## src/hdl/ima_pkg.sv

```systemverilog
/*
 * Package for the memory-mapped access front end of the interrupt controller:
 * group codes, register offsets, reset values, access kinds and decode functions.
 * Assumes a byte address of 16 bits whose top nibble selects the register group.
 */
package ima_pkg;

	// ----------------------------------------------------------------
	// address layout
	// ----------------------------------------------------------------
	localparam int          ADDR_W   = 16;
	localparam int          DATA_W   = 64;
	localparam logic [3:0]  GRP_CPU  = 4'h0;
	localparam logic [3:0]  GRP_VIRT = 4'h1;
	localparam logic [3:0]  GRP_DIST = 4'h2;
	localparam logic [3:0]  GRP_HYP  = 4'h3;
	localparam logic [3:0]  GRP_ITS  = 4'h4;
	localparam logic [3:0]  GRP_RDIST = 4'h5;

	localparam logic [11:0] OFF_CTL       = 12'h000;
	localparam logic [11:0] OFF_PMK       = 12'h004;
	localparam logic [11:0] OFF_BPT       = 12'h008;
	localparam logic [11:0] OFF_ABPT      = 12'h00C;
	localparam logic [11:0] OFF_AP0       = 12'h010;
	localparam logic [11:0] OFF_AP1NS     = 12'h014;
	localparam logic [11:0] OFF_DTYPE     = 12'h004;
	localparam logic [11:0] OFF_SWSET     = 12'h040;
	localparam logic [11:0] OFF_SWCLR     = 12'h044;
	localparam logic [11:0] OFF_PRIO      = 12'h100;
	localparam logic [11:0] OFF_TARGET    = 12'h200;
	localparam logic [11:0] OFF_W64       = 12'h300;
	localparam logic [11:0] OFF_W64ONLY   = 12'h308;
	localparam logic [11:0] OFF_DB_NS_SET = 12'h400;
	localparam logic [11:0] OFF_DB_NS_CLR = 12'h404;
	localparam logic [11:0] OFF_DB_S_SET  = 12'h408;
	localparam logic [11:0] OFF_DB_S_CLR  = 12'h40C;
	localparam logic [11:0] OFF_ITS_BASE  = 12'h000;
	localparam logic [11:0] OFF_ITS_DB    = 12'h040;

	// ----------------------------------------------------------------
	// fields and reset values
	// ----------------------------------------------------------------
	localparam int          CTL_CBPT_BIT = 0;
	localparam int          BPT_W        = 3;
	localparam int          SH_CTL   = 0;
	localparam int          SH_PMK   = 1;
	localparam int          SH_BPT   = 2;
	localparam int          SH_ABPT  = 3;
	localparam int          SH_AP0   = 4;
	localparam int          SH_AP1NS = 5;
	localparam int          SH_N     = 6;
	localparam logic [31:0] RST_WORD = 32'h0000_0000;
	localparam logic [63:0] RST_DWORD = 64'h0000_0000_0000_0000;
	localparam logic [7:0]  RST_BYTE = 8'h00;

	// ----------------------------------------------------------------
	// types
	// ----------------------------------------------------------------
	typedef enum logic [2:0] {SZ_BYTE, SZ_HALF, SZ_WORD, SZ_DWORD, SZ_QUAD} ima_size_t;
	typedef enum logic [2:0] {K_NONE, K_W32, K_W64, K_W64ONLY, K_BYTEARR, K_DOORBELL} ima_kind_t;
	typedef enum logic [1:0] {ACC_RW, ACC_RO, ACC_WO} ima_acc_t;
	typedef enum logic [4:0] {
		R_NONE, R_CPU_CTL, R_CPU_PMK, R_CPU_BPT, R_CPU_ABPT, R_CPU_AP0, R_CPU_AP1NS,
		R_VIRT_PMK, R_HYP_CTL, R_DIST_CTL, R_DIST_TYPE, R_SWSET, R_SWCLR, R_PRIO,
		R_RPRIO, R_TARGET, R_DIST_W64, R_DIST_W64ONLY, R_DB_NS_SET, R_DB_NS_CLR,
		R_DB_S_SET, R_DB_S_CLR, R_ITS_BASE, R_ITS_DB, R_RDIST_W64
	} ima_reg_t;

	// ----------------------------------------------------------------
	// decode functions
	// ----------------------------------------------------------------
	function automatic ima_reg_t reg_lookup(input logic [3:0] grp, input logic [11:0] off);
		reg_lookup = R_NONE;
		case (grp)
		GRP_CPU: begin
			if (off[11:2] == OFF_CTL[11:2]) reg_lookup = R_CPU_CTL;
			if (off[11:2] == OFF_PMK[11:2]) reg_lookup = R_CPU_PMK;
			if (off[11:2] == OFF_BPT[11:2]) reg_lookup = R_CPU_BPT;
			if (off[11:2] == OFF_ABPT[11:2]) reg_lookup = R_CPU_ABPT;
			if (off[11:2] == OFF_AP0[11:2]) reg_lookup = R_CPU_AP0;
			if (off[11:2] == OFF_AP1NS[11:2]) reg_lookup = R_CPU_AP1NS;
		end
		GRP_VIRT: if (off[11:2] == OFF_PMK[11:2]) reg_lookup = R_VIRT_PMK;
		GRP_HYP: if (off[11:2] == OFF_CTL[11:2]) reg_lookup = R_HYP_CTL;
		GRP_DIST: begin
			if (off[11:2] == OFF_CTL[11:2]) reg_lookup = R_DIST_CTL;
			if (off[11:2] == OFF_DTYPE[11:2]) reg_lookup = R_DIST_TYPE;
			if (off[11:2] == OFF_SWSET[11:2]) reg_lookup = R_SWSET;
			if (off[11:2] == OFF_SWCLR[11:2]) reg_lookup = R_SWCLR;
			if (off[11:4] == OFF_PRIO[11:4]) reg_lookup = R_PRIO;
			if (off[11:4] == OFF_TARGET[11:4]) reg_lookup = R_TARGET;
			if (off[11:3] == OFF_W64[11:3]) reg_lookup = R_DIST_W64;
			if (off[11:3] == OFF_W64ONLY[11:3]) reg_lookup = R_DIST_W64ONLY;
			if (off[11:2] == OFF_DB_NS_SET[11:2]) reg_lookup = R_DB_NS_SET;
			if (off[11:2] == OFF_DB_NS_CLR[11:2]) reg_lookup = R_DB_NS_CLR;
			if (off[11:2] == OFF_DB_S_SET[11:2]) reg_lookup = R_DB_S_SET;
			if (off[11:2] == OFF_DB_S_CLR[11:2]) reg_lookup = R_DB_S_CLR;
		end
		GRP_ITS: begin
			if (off[11:3] == OFF_ITS_BASE[11:3]) reg_lookup = R_ITS_BASE;
			if (off[11:2] == OFF_ITS_DB[11:2]) reg_lookup = R_ITS_DB;
		end
		GRP_RDIST: begin
			if (off[11:3] == OFF_W64[11:3]) reg_lookup = R_RDIST_W64;
			if (off[11:4] == OFF_PRIO[11:4]) reg_lookup = R_RPRIO;
		end
		default: reg_lookup = R_NONE;
		endcase
	endfunction

	function automatic ima_kind_t reg_kind(input ima_reg_t r);
		case (r)
		R_CPU_CTL, R_CPU_PMK, R_CPU_BPT, R_CPU_ABPT, R_CPU_AP0, R_CPU_AP1NS,
		R_VIRT_PMK, R_HYP_CTL, R_DIST_CTL, R_DIST_TYPE: reg_kind = K_W32;
		R_SWSET, R_SWCLR, R_PRIO, R_RPRIO, R_TARGET: reg_kind = K_BYTEARR;
		R_DIST_W64, R_ITS_BASE, R_RDIST_W64: reg_kind = K_W64;
		R_DIST_W64ONLY: reg_kind = K_W64ONLY;
		R_DB_NS_SET, R_DB_NS_CLR, R_DB_S_SET, R_DB_S_CLR, R_ITS_DB: reg_kind = K_DOORBELL;
		default: reg_kind = K_NONE;
		endcase
	endfunction

	function automatic ima_acc_t reg_acc(input ima_reg_t r);
		case (reg_kind(r))
		K_DOORBELL: reg_acc = ACC_WO;
		default: reg_acc = (r == R_DIST_TYPE) ? ACC_RO : ACC_RW;
		endcase
	endfunction

endpackage

```

## src/hdl/ima_decode.sv

```systemverilog
/*
 * Access classifier: names the register an access hits and decides whether
 * its size, alignment and kind are supported.
 * Assumes the caller registers the result; purely combinational.
 */
`timescale 1ns/100ps

module ima_decode
	import ima_pkg::*;
(
	input  wire logic [3:0]  grp,
	input  wire logic [11:0] off,
	input  wire ima_size_t   size,
	input  wire logic        excl,
	input  wire logic        aa32_present,
	output ima_reg_t         reg_id,
	output logic             acc_ok
);

	logic      aligned;
	ima_kind_t kind;

	always_comb begin
		reg_id = reg_lookup(grp, off);
		kind   = reg_kind(reg_id);
		case (size)
		SZ_BYTE:  aligned = 1'b1;
		SZ_HALF:  aligned = (off[0] == 1'b0);
		SZ_WORD:  aligned = (off[1:0] == 2'h0);
		SZ_DWORD: aligned = (off[2:0] == 3'h0);
		default:  aligned = 1'b0;
		endcase
	end

	always_comb begin
		acc_ok = 1'b0;
		case (kind)
		K_W32:      acc_ok = (size == SZ_WORD);
		K_W64:      acc_ok = (size == SZ_DWORD) || (aa32_present && size == SZ_WORD); // see
		K_W64ONLY:  acc_ok = (size == SZ_DWORD);
		K_BYTEARR:  acc_ok = (size == SZ_BYTE) || (size == SZ_WORD);
		K_DOORBELL: acc_ok = (size == SZ_HALF) || (size == SZ_WORD);
		default:    acc_ok = 1'b0;
		endcase
		// misaligned, exclusive and quadword never pass
		if (!aligned || excl || size == SZ_QUAD)
			acc_ok = 1'b0; // see
	end

endmodule

```

## src/hdl/ima_mmio.sv

```systemverilog
/*
 * Memory-mapped register front end of the interrupt controller: size and
 * alignment policing, little-endian lanes, shared priority state with the
 * system-register view and gating by the system-register enables.
 * Assumes one master on a plain strobe port, data in the cycle after a read.
 */
// Added by the designer: the plain strobed port and the register addresses.
`timescale 1ns/100ps

// Functional notes
// every 32-bit register access is one atomic word operation
// 64-bit registers of distributor, redistributor, translation take atomic doubleword access
// byte access only to priority, target and software pending arrays
// with 32-bit processors, halves of 64-bit registers are word-accessible
// doorbells accept 16-bit and 32-bit accesses only
// bytes inside a register follow little-endian order
// misaligned word and doubleword accesses are unsupported
// word to 64-bit-only, unlisted doubleword, quadword and exclusive are unsupported
// unsupported access: read data undefined, write ignored or corrupts
// accesses complete strictly in arrival order
// master issues only single-register accesses to strongly ordered memory
// master confirms write completion, for example by reading back
// read-only writes ignored, write-only reads undefined, read-write both ways
// priority mask, active priorities, binary points share storage with system view
// switching the sharing requirement makes shared contents undefined
// priority bits and minimum binary point identical in both views
// a set enable bit may disable or zero its memory-mapped group
// virtual CPU group stays implemented when its enable is programmable
// software sets the secure enable bit under a 32-bit top level
// forbidden memory-mapped accesses may be detected and reported
// unsupported accesses read zero, write nothing and answer an error
module ima_mmio
	import ima_pkg::*;
#(
	parameter int          PRIO_BITS   = 5,
	parameter logic [2:0]  MIN_BPT     = 3'h0,
	parameter logic [31:0] DIST_TYPE   = 32'h0000_0000,
	parameter bit          BLOCK_RAZWI = 1'b1
)(
	input  wire logic              clock,
	input  wire logic              arst_n,
	input  wire logic [ADDR_W-1:0] addr,
	input  wire logic [DATA_W-1:0] wdata,
	input  wire logic              wr_stb,
	input  wire logic              rd_stb,
	input  wire ima_size_t         size,
	input  wire logic              excl,
	input  wire logic              aa32_present,
	input  wire logic              share_required,
	input  wire logic              sie_sec,
	input  wire logic              sie_hyp,
	input  wire logic              sie_ns,
	input  wire logic              sr_wr,
	input  wire logic              sr_rd,
	input  wire logic [2:0]        sr_sel,
	input  wire logic [31:0]       sr_wdata,
	output logic [DATA_W-1:0]      rdata,
	output logic                   resp_err,
	output logic                   forbidden_access,
	output logic [4:0]             db_valid,
	output logic [31:0]            db_data,
	output logic [31:0]            sr_rdata
);

	localparam logic [7:0] PRIO_MASK = 8'(8'hFF << (8 - PRIO_BITS));

	// ----------------------------------------------------------------
	// state
	// ----------------------------------------------------------------
	logic [31:0] shr_reg [2][SH_N];
	logic        share_d_reg;
	logic [31:0] virt_pmk_reg;
	logic [31:0] hyp_ctl_reg;
	logic [31:0] dist_ctl_reg;
	logic [31:0] sw_pend_reg;
	logic [7:0]  prio_reg [2][16];
	logic [7:0]  target_reg [16];
	logic [63:0] w64_reg [4];
	logic [DATA_W-1:0] rdata_reg;
	logic        err_reg;
	logic        forbid_reg;
	logic [4:0]  db_valid_reg;
	logic [31:0] db_data_reg;
	logic [31:0] sr_rdata_reg;

	ima_reg_t    reg_id;
	logic        acc_ok;
	logic        blocked;
	logic [7:0]  be;
	logic [63:0] bm;
	logic [63:0] slot;
	logic [63:0] wv;
	logic [31:0] wword;
	logic        wr_hit;
	logic        rd_hit;
	logic        sr_bank;
	logic [1:0]  w64_idx;
	logic        prio_sel;

	ima_decode u_decode (
		.grp          (addr[15:12]),
		.off          (addr[11:0]),
		.size         (size),
		.excl         (excl),
		.aa32_present (aa32_present),
		.reg_id       (reg_id),
		.acc_ok       (acc_ok)
	);

	// ----------------------------------------------------------------
	// helpers
	// ----------------------------------------------------------------
	function automatic logic [7:0] size_be(input ima_size_t s, input logic [2:0] a);
		case (s)
		SZ_BYTE:  size_be = 8'(8'h01 << a);
		SZ_HALF:  size_be = 8'(8'h03 << a);
		SZ_WORD:  size_be = 8'(8'h0F << a);
		SZ_DWORD: size_be = 8'hFF;
		default:  size_be = 8'h00;
		endcase
	endfunction

	// implemented bits are the same whichever view writes them
	function automatic logic [31:0] sh_clean(input int idx, input logic [31:0] v);
		case (idx)
		SH_CTL:          sh_clean = {31'h0, v[CTL_CBPT_BIT]};
		SH_PMK:          sh_clean = {24'h0, v[7:0] & PRIO_MASK};
		SH_BPT, SH_ABPT: sh_clean = {29'h0, (v[BPT_W-1:0] < MIN_BPT) ? MIN_BPT : v[BPT_W-1:0]};
		default:         sh_clean = v;
		endcase
	endfunction

	function automatic int sh_of(input ima_reg_t r);
		case (r)
		R_CPU_PMK:   sh_of = SH_PMK;
		R_CPU_BPT:   sh_of = SH_BPT;
		R_CPU_ABPT:  sh_of = SH_ABPT;
		R_CPU_AP0:   sh_of = SH_AP0;
		R_CPU_AP1NS: sh_of = SH_AP1NS;
		default:     sh_of = SH_CTL;
		endcase
	endfunction

	// ----------------------------------------------------------------
	// access qualification and lanes
	// ----------------------------------------------------------------
	always_comb begin
		blocked = (addr[15:12] == GRP_CPU && sie_sec) || (addr[15:12] == GRP_HYP && sie_hyp) ||
			(addr[15:12] == GRP_VIRT && sie_ns); // see
		be = size_be(size, addr[2:0]);
		for (int k = 0; k < 8; k++)
			bm[8*k +: 8] = {8{be[k]}};
		wr_hit   = wr_stb && acc_ok && !blocked;
		rd_hit   = rd_stb && acc_ok && !blocked;
		w64_idx  = (reg_id == R_DIST_W64) ? 2'h0 : (reg_id == R_DIST_W64ONLY) ? 2'h1 :
			(reg_id == R_ITS_BASE) ? 2'h2 : 2'h3;
		prio_sel = (reg_id == R_RPRIO);
	end

	// byte k of the slot is the byte at address (addr & ~7) + k
	always_comb begin
		slot = 64'h0;
		case (reg_id)
		R_CPU_CTL, R_CPU_PMK, R_CPU_BPT, R_CPU_ABPT, R_CPU_AP0, R_CPU_AP1NS:
			slot = {2{shr_reg[0][sh_of(reg_id)]}};
		R_VIRT_PMK:  slot = {2{virt_pmk_reg}};
		R_HYP_CTL:   slot = {2{hyp_ctl_reg}};
		R_DIST_CTL:  slot = {2{dist_ctl_reg}};
		R_DIST_TYPE: slot = {2{DIST_TYPE}};
		R_SWSET, R_SWCLR: slot = {2{sw_pend_reg}};
		R_PRIO, R_RPRIO, R_TARGET: begin
			for (int k = 0; k < 8; k++)
				slot[8*k +: 8] = (reg_id == R_TARGET) ? target_reg[{addr[3], 3'(k)}] :
					prio_reg[prio_sel][{addr[3], 3'(k)}];
		end
		R_DIST_W64, R_DIST_W64ONLY, R_ITS_BASE, R_RDIST_W64: slot = w64_reg[w64_idx];
		default:     slot = 64'h0; // write-only doorbells read as zero, see
		endcase
		wv    = (slot & ~bm) | (wdata & bm);
		wword = addr[2] ? wv[63:32] : wv[31:0];
	end

	// ----------------------------------------------------------------
	// shared priority state, memory-mapped side bank 0
	// ----------------------------------------------------------------
	// with the common binary point set the secure binary points leave the shared storage
	always_comb begin
		sr_bank = !share_required || (shr_reg[0][SH_CTL][CTL_CBPT_BIT] &&
			(int'(sr_sel) == SH_BPT || int'(sr_sel) == SH_ABPT));
	end

	always_ff @(posedge clock or negedge arst_n) begin
		if (!arst_n) begin
			share_d_reg <= 1'b0;
			for (int b = 0; b < 2; b++)
				for (int i = 0; i < SH_N; i++)
					shr_reg[b][i] <= RST_WORD;
		end else begin
			share_d_reg <= share_required;
			if (share_required != share_d_reg) begin
				// the contents are undefined here; clearing keeps them deterministic
				for (int b = 0; b < 2; b++)
					for (int i = 0; i < SH_N; i++)
						shr_reg[b][i] <= RST_WORD;
			end else begin
				if (sr_wr && int'(sr_sel) < SH_N)
					shr_reg[sr_bank][sr_sel] <= sh_clean(int'(sr_sel), sr_wdata);
				// the bus write lands last so it wins a same-cycle collision
				if (wr_hit && addr[15:12] == GRP_CPU)
					shr_reg[0][sh_of(reg_id)] <= sh_clean(sh_of(reg_id), wword);
			end
		end
	end

	always_ff @(posedge clock or negedge arst_n) begin
		if (!arst_n)
			sr_rdata_reg <= RST_WORD;
		else if (sr_rd && int'(sr_sel) < SH_N)
			sr_rdata_reg <= shr_reg[sr_bank][sr_sel];
		else
			sr_rdata_reg <= RST_WORD;
	end

	// ----------------------------------------------------------------
	// plain 32-bit registers
	// ----------------------------------------------------------------
	always_ff @(posedge clock or negedge arst_n) begin
		if (!arst_n) begin
			virt_pmk_reg <= RST_WORD;
			hyp_ctl_reg  <= RST_WORD;
			dist_ctl_reg <= RST_WORD;
		end else if (wr_hit) begin
			case (reg_id)
			R_VIRT_PMK: virt_pmk_reg <= {24'h0, wword[7:0] & PRIO_MASK};
			R_HYP_CTL:  hyp_ctl_reg  <= wword;
			R_DIST_CTL: dist_ctl_reg <= wword;
			default:    ; // read-only type register ignores writes, see
			endcase
		end
	end

	// ----------------------------------------------------------------
	// software interrupt pending, byte-writable set and clear views
	// ----------------------------------------------------------------
	always_ff @(posedge clock or negedge arst_n) begin
		if (!arst_n)
			sw_pend_reg <= RST_WORD;
		else if (wr_hit && reg_id == R_SWSET)
			sw_pend_reg <= sw_pend_reg | (addr[2] ? wdata[63:32] & bm[63:32] : wdata[31:0] & bm[31:0]);
		else if (wr_hit && reg_id == R_SWCLR)
			sw_pend_reg <= sw_pend_reg & ~(addr[2] ? wdata[63:32] & bm[63:32] : wdata[31:0] & bm[31:0]);
	end

	// ----------------------------------------------------------------
	// priority and target byte arrays
	// ----------------------------------------------------------------
	always_ff @(posedge clock or negedge arst_n) begin
		if (!arst_n) begin
			for (int i = 0; i < 16; i++) begin
				prio_reg[0][i] <= RST_BYTE;
				prio_reg[1][i] <= RST_BYTE;
				target_reg[i]  <= RST_BYTE;
			end
		end else if (wr_hit) begin
			for (int k = 0; k < 8; k++) begin
				if (be[k] && (reg_id == R_PRIO || reg_id == R_RPRIO))
					prio_reg[prio_sel][{addr[3], 3'(k)}] <= wdata[8*k +: 8] & PRIO_MASK; // see
				if (be[k] && reg_id == R_TARGET)
					target_reg[{addr[3], 3'(k)}] <= wdata[8*k +: 8];
			end
		end
	end

	// ----------------------------------------------------------------
	// 64-bit registers, whole or by halves
	// ----------------------------------------------------------------
	always_ff @(posedge clock or negedge arst_n) begin
		if (!arst_n) begin
			for (int i = 0; i < 4; i++)
				w64_reg[i] <= RST_DWORD;
		end else if (wr_hit && (reg_kind(reg_id) == K_W64 || reg_kind(reg_id) == K_W64ONLY)) begin
			w64_reg[w64_idx] <= wv; // see
		end
	end

	// ----------------------------------------------------------------
	// doorbells: one-cycle pulse with the written value
	// ----------------------------------------------------------------
	always_ff @(posedge clock or negedge arst_n) begin
		if (!arst_n) begin
			db_valid_reg <= 5'h00;
			db_data_reg  <= RST_WORD;
		end else begin
			db_valid_reg <= 5'h00;
			if (wr_hit && reg_kind(reg_id) == K_DOORBELL) begin
				db_data_reg <= addr[2] ? wdata[63:32] & bm[63:32] : wdata[31:0] & bm[31:0];
				case (reg_id)
				R_DB_NS_SET: db_valid_reg <= 5'h01;
				R_DB_NS_CLR: db_valid_reg <= 5'h02;
				R_DB_S_SET:  db_valid_reg <= 5'h04;
				R_DB_S_CLR:  db_valid_reg <= 5'h08;
				default:     db_valid_reg <= 5'h10;
				endcase
			end
		end
	end

	// ----------------------------------------------------------------
	// response: every strobe answered in the next cycle, in order
	// ----------------------------------------------------------------
	always_ff @(posedge clock or negedge arst_n) begin
		if (!arst_n) begin
			rdata_reg  <= 64'h0;
			err_reg    <= 1'b0;
			forbid_reg <= 1'b0;
		end else begin
			rdata_reg  <= rd_hit ? slot & bm : 64'h0; // see see
			err_reg    <= (rd_stb || wr_stb) && (!acc_ok || (blocked && !BLOCK_RAZWI)); // see
			forbid_reg <= (rd_stb || wr_stb) && blocked;
		end
	end

	assign rdata            = rdata_reg;
	assign resp_err         = err_reg;
	assign forbidden_access = forbid_reg;
	assign db_valid         = db_valid_reg;
	assign db_data          = db_data_reg;
	assign sr_rdata         = sr_rdata_reg;

endmodule

```

## config.mk

```make
export PLATFORM = sky130hd
export DESIGN_NAME = ima_mmio
export DESIGN_NICKNAME = d
export VERILOG_FILES = /design/src/hdl/ima_pkg.sv /design/src/hdl/ima_decode.sv /design/src/hdl/ima_mmio.sv
export SDC_FILE = /design/constraint.sdc
export NUM_CORES = 2
export LEC_CHECK = 0
export BUFFER_PORTS_ARGS = -buffer_cell sky130_fd_sc_hd__buf_4
export CAP_MARGIN = 20
export CORE_ASPECT_RATIO = 0.6
export CORE_MARGIN = 1.5
export CORE_UTILIZATION = 54
export CTS_CLUSTER_DIAMETER = 200
export DETAILED_ROUTE_END_ITERATION = 8
export PLACE_DENSITY = 0.75
export SYNTH_ARGS = -nofsm -noshare
export SYNTH_HDL_FRONTEND = slang
export SYNTH_SLANG_ARGS = --single-unit
```

## constraint.sdc

```tcl
create_clock -name clock -period 8.6 [get_ports clock]
set_clock_uncertainty 0.2 [all_clocks]
set_input_delay 0.43 -clock clock [delete_from_list [all_inputs] [get_ports clock]]
set_output_delay 0.43 -clock clock [all_outputs]
set_load 0.02 [all_outputs]
```

# [After elaboration in Yosys (flattened, before gate mapping)]
# Memory sizes are Yosys's and may differ from the RTL's.
# Cells that the tools add are included.
[totals] ff_bits=1261 rom_bits=384 output_inout_bits=135 elab_cells=499 mem_count=4
[classes] magnitude_cmp=30 eq_ne=63 shift=3 mux=217 bitwise=25 reduce_logical=82
[mem_list] name="(name not given)" depth=32 width=3 read_ports=1 rd_clocked_by_memory_dff=0 write_ports=0 line="ima_pkg.sv:112" text="case (r)"
[mem_list] name="(name not given)" depth=32 width=3 read_ports=1 rd_clocked_by_memory_dff=0 write_ports=0 line="ima_pkg.sv:112"
[mem_list] name="(name not given)" depth=32 width=3 read_ports=1 rd_clocked_by_memory_dff=0 write_ports=0 line="ima_pkg.sv:112"
[mem_list] name="(name not given)" depth=32 width=3 read_ports=1 rd_clocked_by_memory_dff=0 write_ports=0 line="ima_pkg.sv:112"
[ops] operator="$mux W256" n=15
[ops] operator="$mux W128" n=26
[ops] operator="$bwmux W256" n=9
[ops] operator="$mux W384" n=3
[ops] operator="$bwmux W128" n=8
[ops] operator="$demux W128 S1" n=8
[ops] operator="$mux W192" n=5
[ops] operator="$mux W32" n=18
[ops] operator="$bmux W8 S4" n=16
[ops] operator="$pmux W64 S7" n=1
[ops] operator="$bwmux W384" n=1
[ops] operator="$mux W8" n=48
[ops] operator="$demux W8 S4" n=8
[ops] operator="$mux W64" n=4
[ops] operator="$and A64 B64 Y64" n=3
[ops] operator="$bmux W32 S3" n=2
[ops] operator="$bwmux W192" n=1
[ops] operator="$demux W192 S1" n=1
[ops] operator="$demux W32 S3" n=2
[ops] operator="$pmux W32 S3" n=2
[ops] operator="$bmux W64 S2" n=1
[ops] operator="$demux W64 S2" n=1
[ops] operator="$and A32 B32 Y32" n=3
[ops] operator="$not A32 Y32" n=3
[ops] operator="other kinds (70)" n=231

# [Logic depth before layout (Yosys ltp)]
[logic_depth] depth_word=43 depth_mapped=18 ltp_nobuf=11

# [Hierarchy]
# Synthesis repeated with hierarchy kept, for this count alone.
[hier_totals] cells_unflattened=5028 hier_area_um2=55248.0
[by_module_without_submodules] mod="ima_mmio" instances=1 cells_each=4918 area_per_inst_um2=54494.8 seq_area_each_um2=29153.0
[by_module_without_submodules] mod="ima_decode" instances=1 cells_each=110 area_per_inst_um2=753.2 seq_area_each_um2=0.0

# [Worst setup path before layout]
# Ideal clock, no wire load.
[synth_timing] path_kind="input to register" startpoint="input port addr[5]" endpoint="register prio_reg[195] in the netlist's numbering" setup_ns=0.125 arrival_ns=3.906 t_required_ns=8.275 slack_ns=4.369 path_stages=15 n_path_buf=4 path_cell_list="buf_6 or4_1 buf_2 or4_4 a32o_1 buf_4 nand2_4 nand3_4 a31oi_4 o211ai_2 a31oi_4 buf_4 nand4b_4 nor2_4 mux2_2"
[synth_via] elab_chain_cells=43 word_cells_on_any_way=106
[synth_rtl] element="start: declaration" line="ima_mmio.sv:42" text="input wire logic [ADDR_W-1:0] addr,"
[synth_rtl] element="$logic_not A10 Y1" line="ima_pkg.sv:76, ima_pkg.sv:84, ima_pkg.sv:86"
[synth_rtl] element="$mux W4" line="ima_pkg.sv:86" text="if (off[11:2] == OFF_CTL[11:2]) reg_lookup = R_DIST_CTL;"
[synth_rtl] element="$mux W4" line="ima_pkg.sv:87" text="if (off[11:2] == OFF_DTYPE[11:2]) reg_lookup = R_DIST_TYPE;"
[synth_rtl] element="$mux W4" line="ima_pkg.sv:88" text="if (off[11:2] == OFF_SWSET[11:2]) reg_lookup = R_SWSET;"
[synth_rtl] element="$mux W4" line="ima_pkg.sv:89" text="if (off[11:2] == OFF_SWCLR[11:2]) reg_lookup = R_SWCLR;"
[synth_rtl] element="$mux W4" line="ima_pkg.sv:90" text="if (off[11:4] == OFF_PRIO[11:4]) reg_lookup = R_PRIO;"
[synth_rtl] element="$mux W4" line="ima_pkg.sv:91" text="if (off[11:4] == OFF_TARGET[11:4]) reg_lookup = R_TARGET;"
[synth_rtl] element="$mux W5" line="ima_pkg.sv:92" text="if (off[11:3] == OFF_W64[11:3]) reg_lookup = R_DIST_W64;"
[synth_rtl] element="(+27 left out)"
[synth_rtl] element="$bwmux W256" line="ima_mmio.sv:267" text="prio_reg[prio_sel][{addr[3], 3'(k)}] <= wdata[8*k +: 8] & PRIO_MASK;"
[synth_rtl] element="$mux W256" line="ima_mmio.sv:266" text="if (be[k] && (reg_id == R_PRIO || reg_id == R_RPRIO))"
[synth_rtl] element="$mux W256" line="ima_mmio.sv:264" text="end else if (wr_hit) begin"
[synth_rtl] element="$bwmux W256" line="ima_mmio.sv:267"
[synth_rtl] element="$mux W256" line="ima_mmio.sv:266"
[synth_rtl] element="$mux W256" line="ima_mmio.sv:264"
[synth_rtl] element="$bwmux W256" line="ima_mmio.sv:267"
[synth_rtl] element="$mux W256" line="ima_mmio.sv:266"
[synth_rtl] element="end signal: indexed assignment" line="ima_mmio.sv:267"
[synth_rtl] element="end: declaration" line="ima_mmio.sv:76" text="logic [7:0] prio_reg [2][16];"
# Mark *: on every way between the ends. The rest lies on a longest branch, timed or not. The select of a mux whose other input is x is not followed.
# A chain may end at the register's enable or synchronous reset.

# [Worst setup path in the final report]
[layout_timing] startpoint="input port addr[6]" endpoint="register db_data_reg[11] (netlist: db_data[11])"
[layout_via] elab_chain_cells=21 word_cells_on_any_way=55
[layout_rtl] element="$logic_not A10 Y1" line="ima_pkg.sv:76, ima_pkg.sv:84, ima_pkg.sv:86"
[layout_rtl] element="$mux W4" line="ima_pkg.sv:86"
[layout_rtl] element="$mux W4" line="ima_pkg.sv:87"
[layout_rtl] element="$mux W4" line="ima_pkg.sv:88"
[layout_rtl] element="$mux W4" line="ima_pkg.sv:89"
[layout_rtl] element="$mux W4" line="ima_pkg.sv:90"
[layout_rtl] element="$mux W4" line="ima_pkg.sv:91"
[layout_rtl] element="$mux W5" line="ima_pkg.sv:92"
[layout_rtl] element="(+4 left out)"
[layout_rtl] element="$mux W5" line="ima_pkg.sv:97" text="if (off[11:2] == OFF_DB_S_CLR[11:2]) reg_lookup = R_DB_S_CLR;"
[layout_rtl] element="$pmux W5 S6 *" line="ima_pkg.sv:74" text="case (grp)"
[layout_rtl] element="$mem_v2 Z32 W3"
[layout_rtl] element="$eq A3 B3 Y1 (tied with other cells)" line="ima_decode.sv:37" text="case (kind)"
[layout_rtl] element="$pmux W1 S5" line="ima_decode.sv:37"
[layout_rtl] element="$mux W1" line="ima_decode.sv:46" text="if (!aligned || excl || size == SZ_QUAD)"
[layout_rtl] element="$logic_and A1 B1 Y1 (2 in a row)" line="ima_mmio.sv:153" text="wr_hit = wr_stb && acc_ok && !blocked;"
[layout_rtl] element="$logic_and A1 B1 Y1 *" line="ima_mmio.sv:295" text="if (wr_hit && reg_kind(reg_id) == K_DOORBELL) begin"
[layout_rtl] element="end signal: assignment" line="ima_mmio.sv:296" text="db_data_reg <= addr[2] ? wdata[63:32] & bm[63:32] : wdata[31:0] & bm[31:0];"
[layout_rtl] element="end: declaration" line="ima_mmio.sv:83" text="logic [31:0] db_data_reg;"
# Mark *: on every way between the ends. The rest lies on a longest branch, timed or not.

==> flow_summary.yaml <==
outcome:
  outcome: "complete, but fails checks"
  violations: "design-rule violations"
grt:
  grt.met3_usage: 0.1607
  grt_pass1_wl_microns: 309400
  track_usage: 0.3975
  grt_overflow_total: 0
  grt_max_degree: 178
  antenna_found_initial: 10
  top_usage_layer: "met1"
  grt_pass1_vias: 46198
  use_met2: 0.5337
  use_met1: 0.5472
timing:
  setup_viol_count_final: 0
  slew_headroom: 0.1666
  period_share: 0.6786
  finalMaxSlewViolations: 0
  post-route-min-period_ns: 5.836
  grt_setup_unrepaired: "false"
  fmax_mhz: 171.4
  finalSetupTns_ns: 0
  tightestPinTransition_ns: 1.240
  holdWs_ns: 0.03629
  hold_violations: 0
worst_hold_path:
  hp-class: "in2reg"
critical_path:
  crit_fanout: 32
  worst_path_max_delay_cell: "nand4_1"
  worstPathRequired_ns: 8.97
  worstPathArrival_ns: 6.21
  critical_path_class: "in2reg"
  critPathMaxStageDelay_ns: 0.83
  path_cells: "buf_4 -> nor4_1 -> nand4_1 -> and3_1 -> nand2_2 -> nand3_1 -> a31oi_1 -> buf_4 -> o211ai_1 -> a31oi_2 -> nand4_4 -> buf_4 -> nand2_1 -> o21ai_0"
  worst_path_most_repeated_cell: "buf_4"
  end_kind: "flip-flop"
  worst_setup_path_start_kind: "primary input"
  worst-r2r-setup-slack_ns: 4.83
pwr:
  p_leak_nw: 29.49
  vdd_ir_drop_max_mv: 0.1700
  p_per_area_nw_per_um2: 179.6
floorplanning:
  rows: 91
  initial_utilization: 0.5437
  die_h_microns: 251.8
  core_area_sq_um: 102500
  io_pins: 265
  fp.dieW_microns: 417.7
  die_area_sq_um: 105200
detailed_routing:
  routed-via-count: 48229
  antenna_left: 0
  post_drt_wl_per_cell_microns: 30.09
  dr.pass1.iters: 9
  drt_wl_total_microns: 211200
  vias_per_cell: 6.871
  drc_errors: 16
  drtIter0Drc: 7915
synthesis:
  synthFlopType: "dfrtp_1"
  netlist_area_sq_um: 55710
  syn_inst: 5326
  synth_area_leaders: "dfrtp_1 52%, mux2_2 6.0%, o21ai_0 5.7%, nand2_1 5.6%, mux4_2 4.4%"
  synth_largest_area_cell: "dfrtp_1"
  ys_types: 105
  ys_ff_latch: 1165
  synth_edf_count: 0
  avgSynthCellArea_sq_um: 10.46
  synth.net_count: 5456
  async_reset_ff_frac: 1.000
  seq_area_frac_synth: 0.5233
  synth_top_area_frac: 0.5233
  ys_warn_count: 0
cts:
  root_buffer: "clkbuf_16"
  clkSlewWorstSetupHoldPaths_ns: 0.07
  clk_latency_ns: 0.75
  cts_made_buffers: 107
  cts_tree: "done"
  htreeDepth: 3
  clkSinkCount: 1165
  clock_path_buffers: 3
final_layout:
  nNetsFinal: 5698
  largest_reg_flops: 384
  synthToLayoutAreaGrowth_pct: 15.29
  layout-drive-gt1-share: 0.2013
  utilization: 0.6268
placement:
  portBuffers: 264
  routabilityCongestion: 1.046
  dp_hpwl_microns: 146200
flow_run:
  maxCapViolations: 0
## per-stage QoR
step                      worst slack (ns)  total power (W)  std cells  cell area (sq um)
after floorplan                      4.369         0.005890       5326              55710
after global placement               2.668         0.006298       6697              59190
after detailed placement             2.452         0.006302       6699              59210
after CTS                            3.197          0.01151       7001              64080
after global routing                 2.655          0.01177       7010              64210
final                                2.764          0.01154       7019              64230
## final timing paths
| kind | from | to | cells after the start |
|---|---|---|---|
| worst max-delay path | addr[6] | db_data[11] | 14 |
| worst min-delay path | sr_wr | shr_reg[352] | 4 |
| worst max register to register | prio_reg[181] | dist_ctl_reg[13] | 8 |
| worst min register to register | w64_reg[215] | w64_reg[215] | 2 |
| max in group asynchronous | arst_n | target_reg[54] | 4 |
| min in group asynchronous | arst_n | sr_rdata[22] | 2 |
## what timing repair did
| item | CTS | global route |
|---|---|---|
| hold buffers | 99 | 0 |
| resized for setup | 0 | 0 |
| buffers inserted | 0 | 0 |
| endpoints found under the hold margin | 470 | 0 |
## cell type report
cell class | instances | area, sq um
clock inverter | 57 | 706.9
inverter | 19 | 71.32
antenna | 9 | 22.52
fill | 8046 | 38240
timing repair buffer | 506 | 4219
sequential | 1165 | 29150
multi-input combinational | 3769 | 25200
tap | 1348 | 1687
clock buffer | 146 | 3169
## cells in the final DEF, fill, tap and decap left out, drive strengths merged, types with 12 or more instances in the layout
master and instances:
dfrtp 1165, nand2 846, o21ai 649, buf 406, mux2 357, nor2 302, and2 246, a21oi 232
mux2i 148, clkbuf 147, mux4 110, dlygate4sd3 99, nor3 84, nand3 83, a211oi 61, a22oi 47
and3 47, o211ai 40, a31oi 35, clkinv 33, a21o 31, o22ai 29, nand4 29, a32oi 28
a22o 25, nand2b 22, inv 21, o21a 20, a31o 18, a221o 15, nor2b 15, a2bb2oi 14
a221oi 14, bufinv 13, or3 13, o31ai 13, and4 12, nor4 12
## synthesized netlist by cell type, types with 25 or more instances
library cell,instances
nor2_1,286
and2_1,245
o22ai_1,29
o21ai_0,637
buf_1,45
nand2_1,835
mux2_2,299
nand3_1,79
a21o_1,31
dfrtp_1,1165
mux2_1,58
a31oi_1,30
a21oi_1,232
a22oi_1,47
a32oi_1,27
and3_1,47
nand4_1,26
a22o_1,25
mux4_2,110
mux2i_1,148
clkbuf_1,245
o211ai_1,38
buf_2,73
a211oi_1,60
nor3_1,81
## cells by family after synthesis
kind of cell,synth area share
and+or+nand+nor,0.1490
AOI/OAI and AO/OA,0.1547
DFF,0.5233
muxes,0.1432
buffers and inverters,0.02888
xor gates and xnor gates,0.0009432
## critical path: cells and delay by family
family	cells	cell delay, ns
AND/OR/NAND/NOR	7	3.54
buffers and inverters	3	0.97
AO/OA/AOI/OAI	4	1.18
## power by group
part	switching (W)	internal (W)	total, W
sequential	0.00000977	0.00549	0.00550
clock	0.00228	0.00299	0.00527
combinational	0.000565	0.000205	0.000770
total	0.00285	0.00868	0.0115
## metal layers
layer  vias to the layer above  routed length, microns
li1                      19602                       -
met1                     23905                   80360
met2                      3850                   85040
met3                       856                   31840
met4                        16                   13570
met5                         -                     406
(Power assumes the default switching activity.)
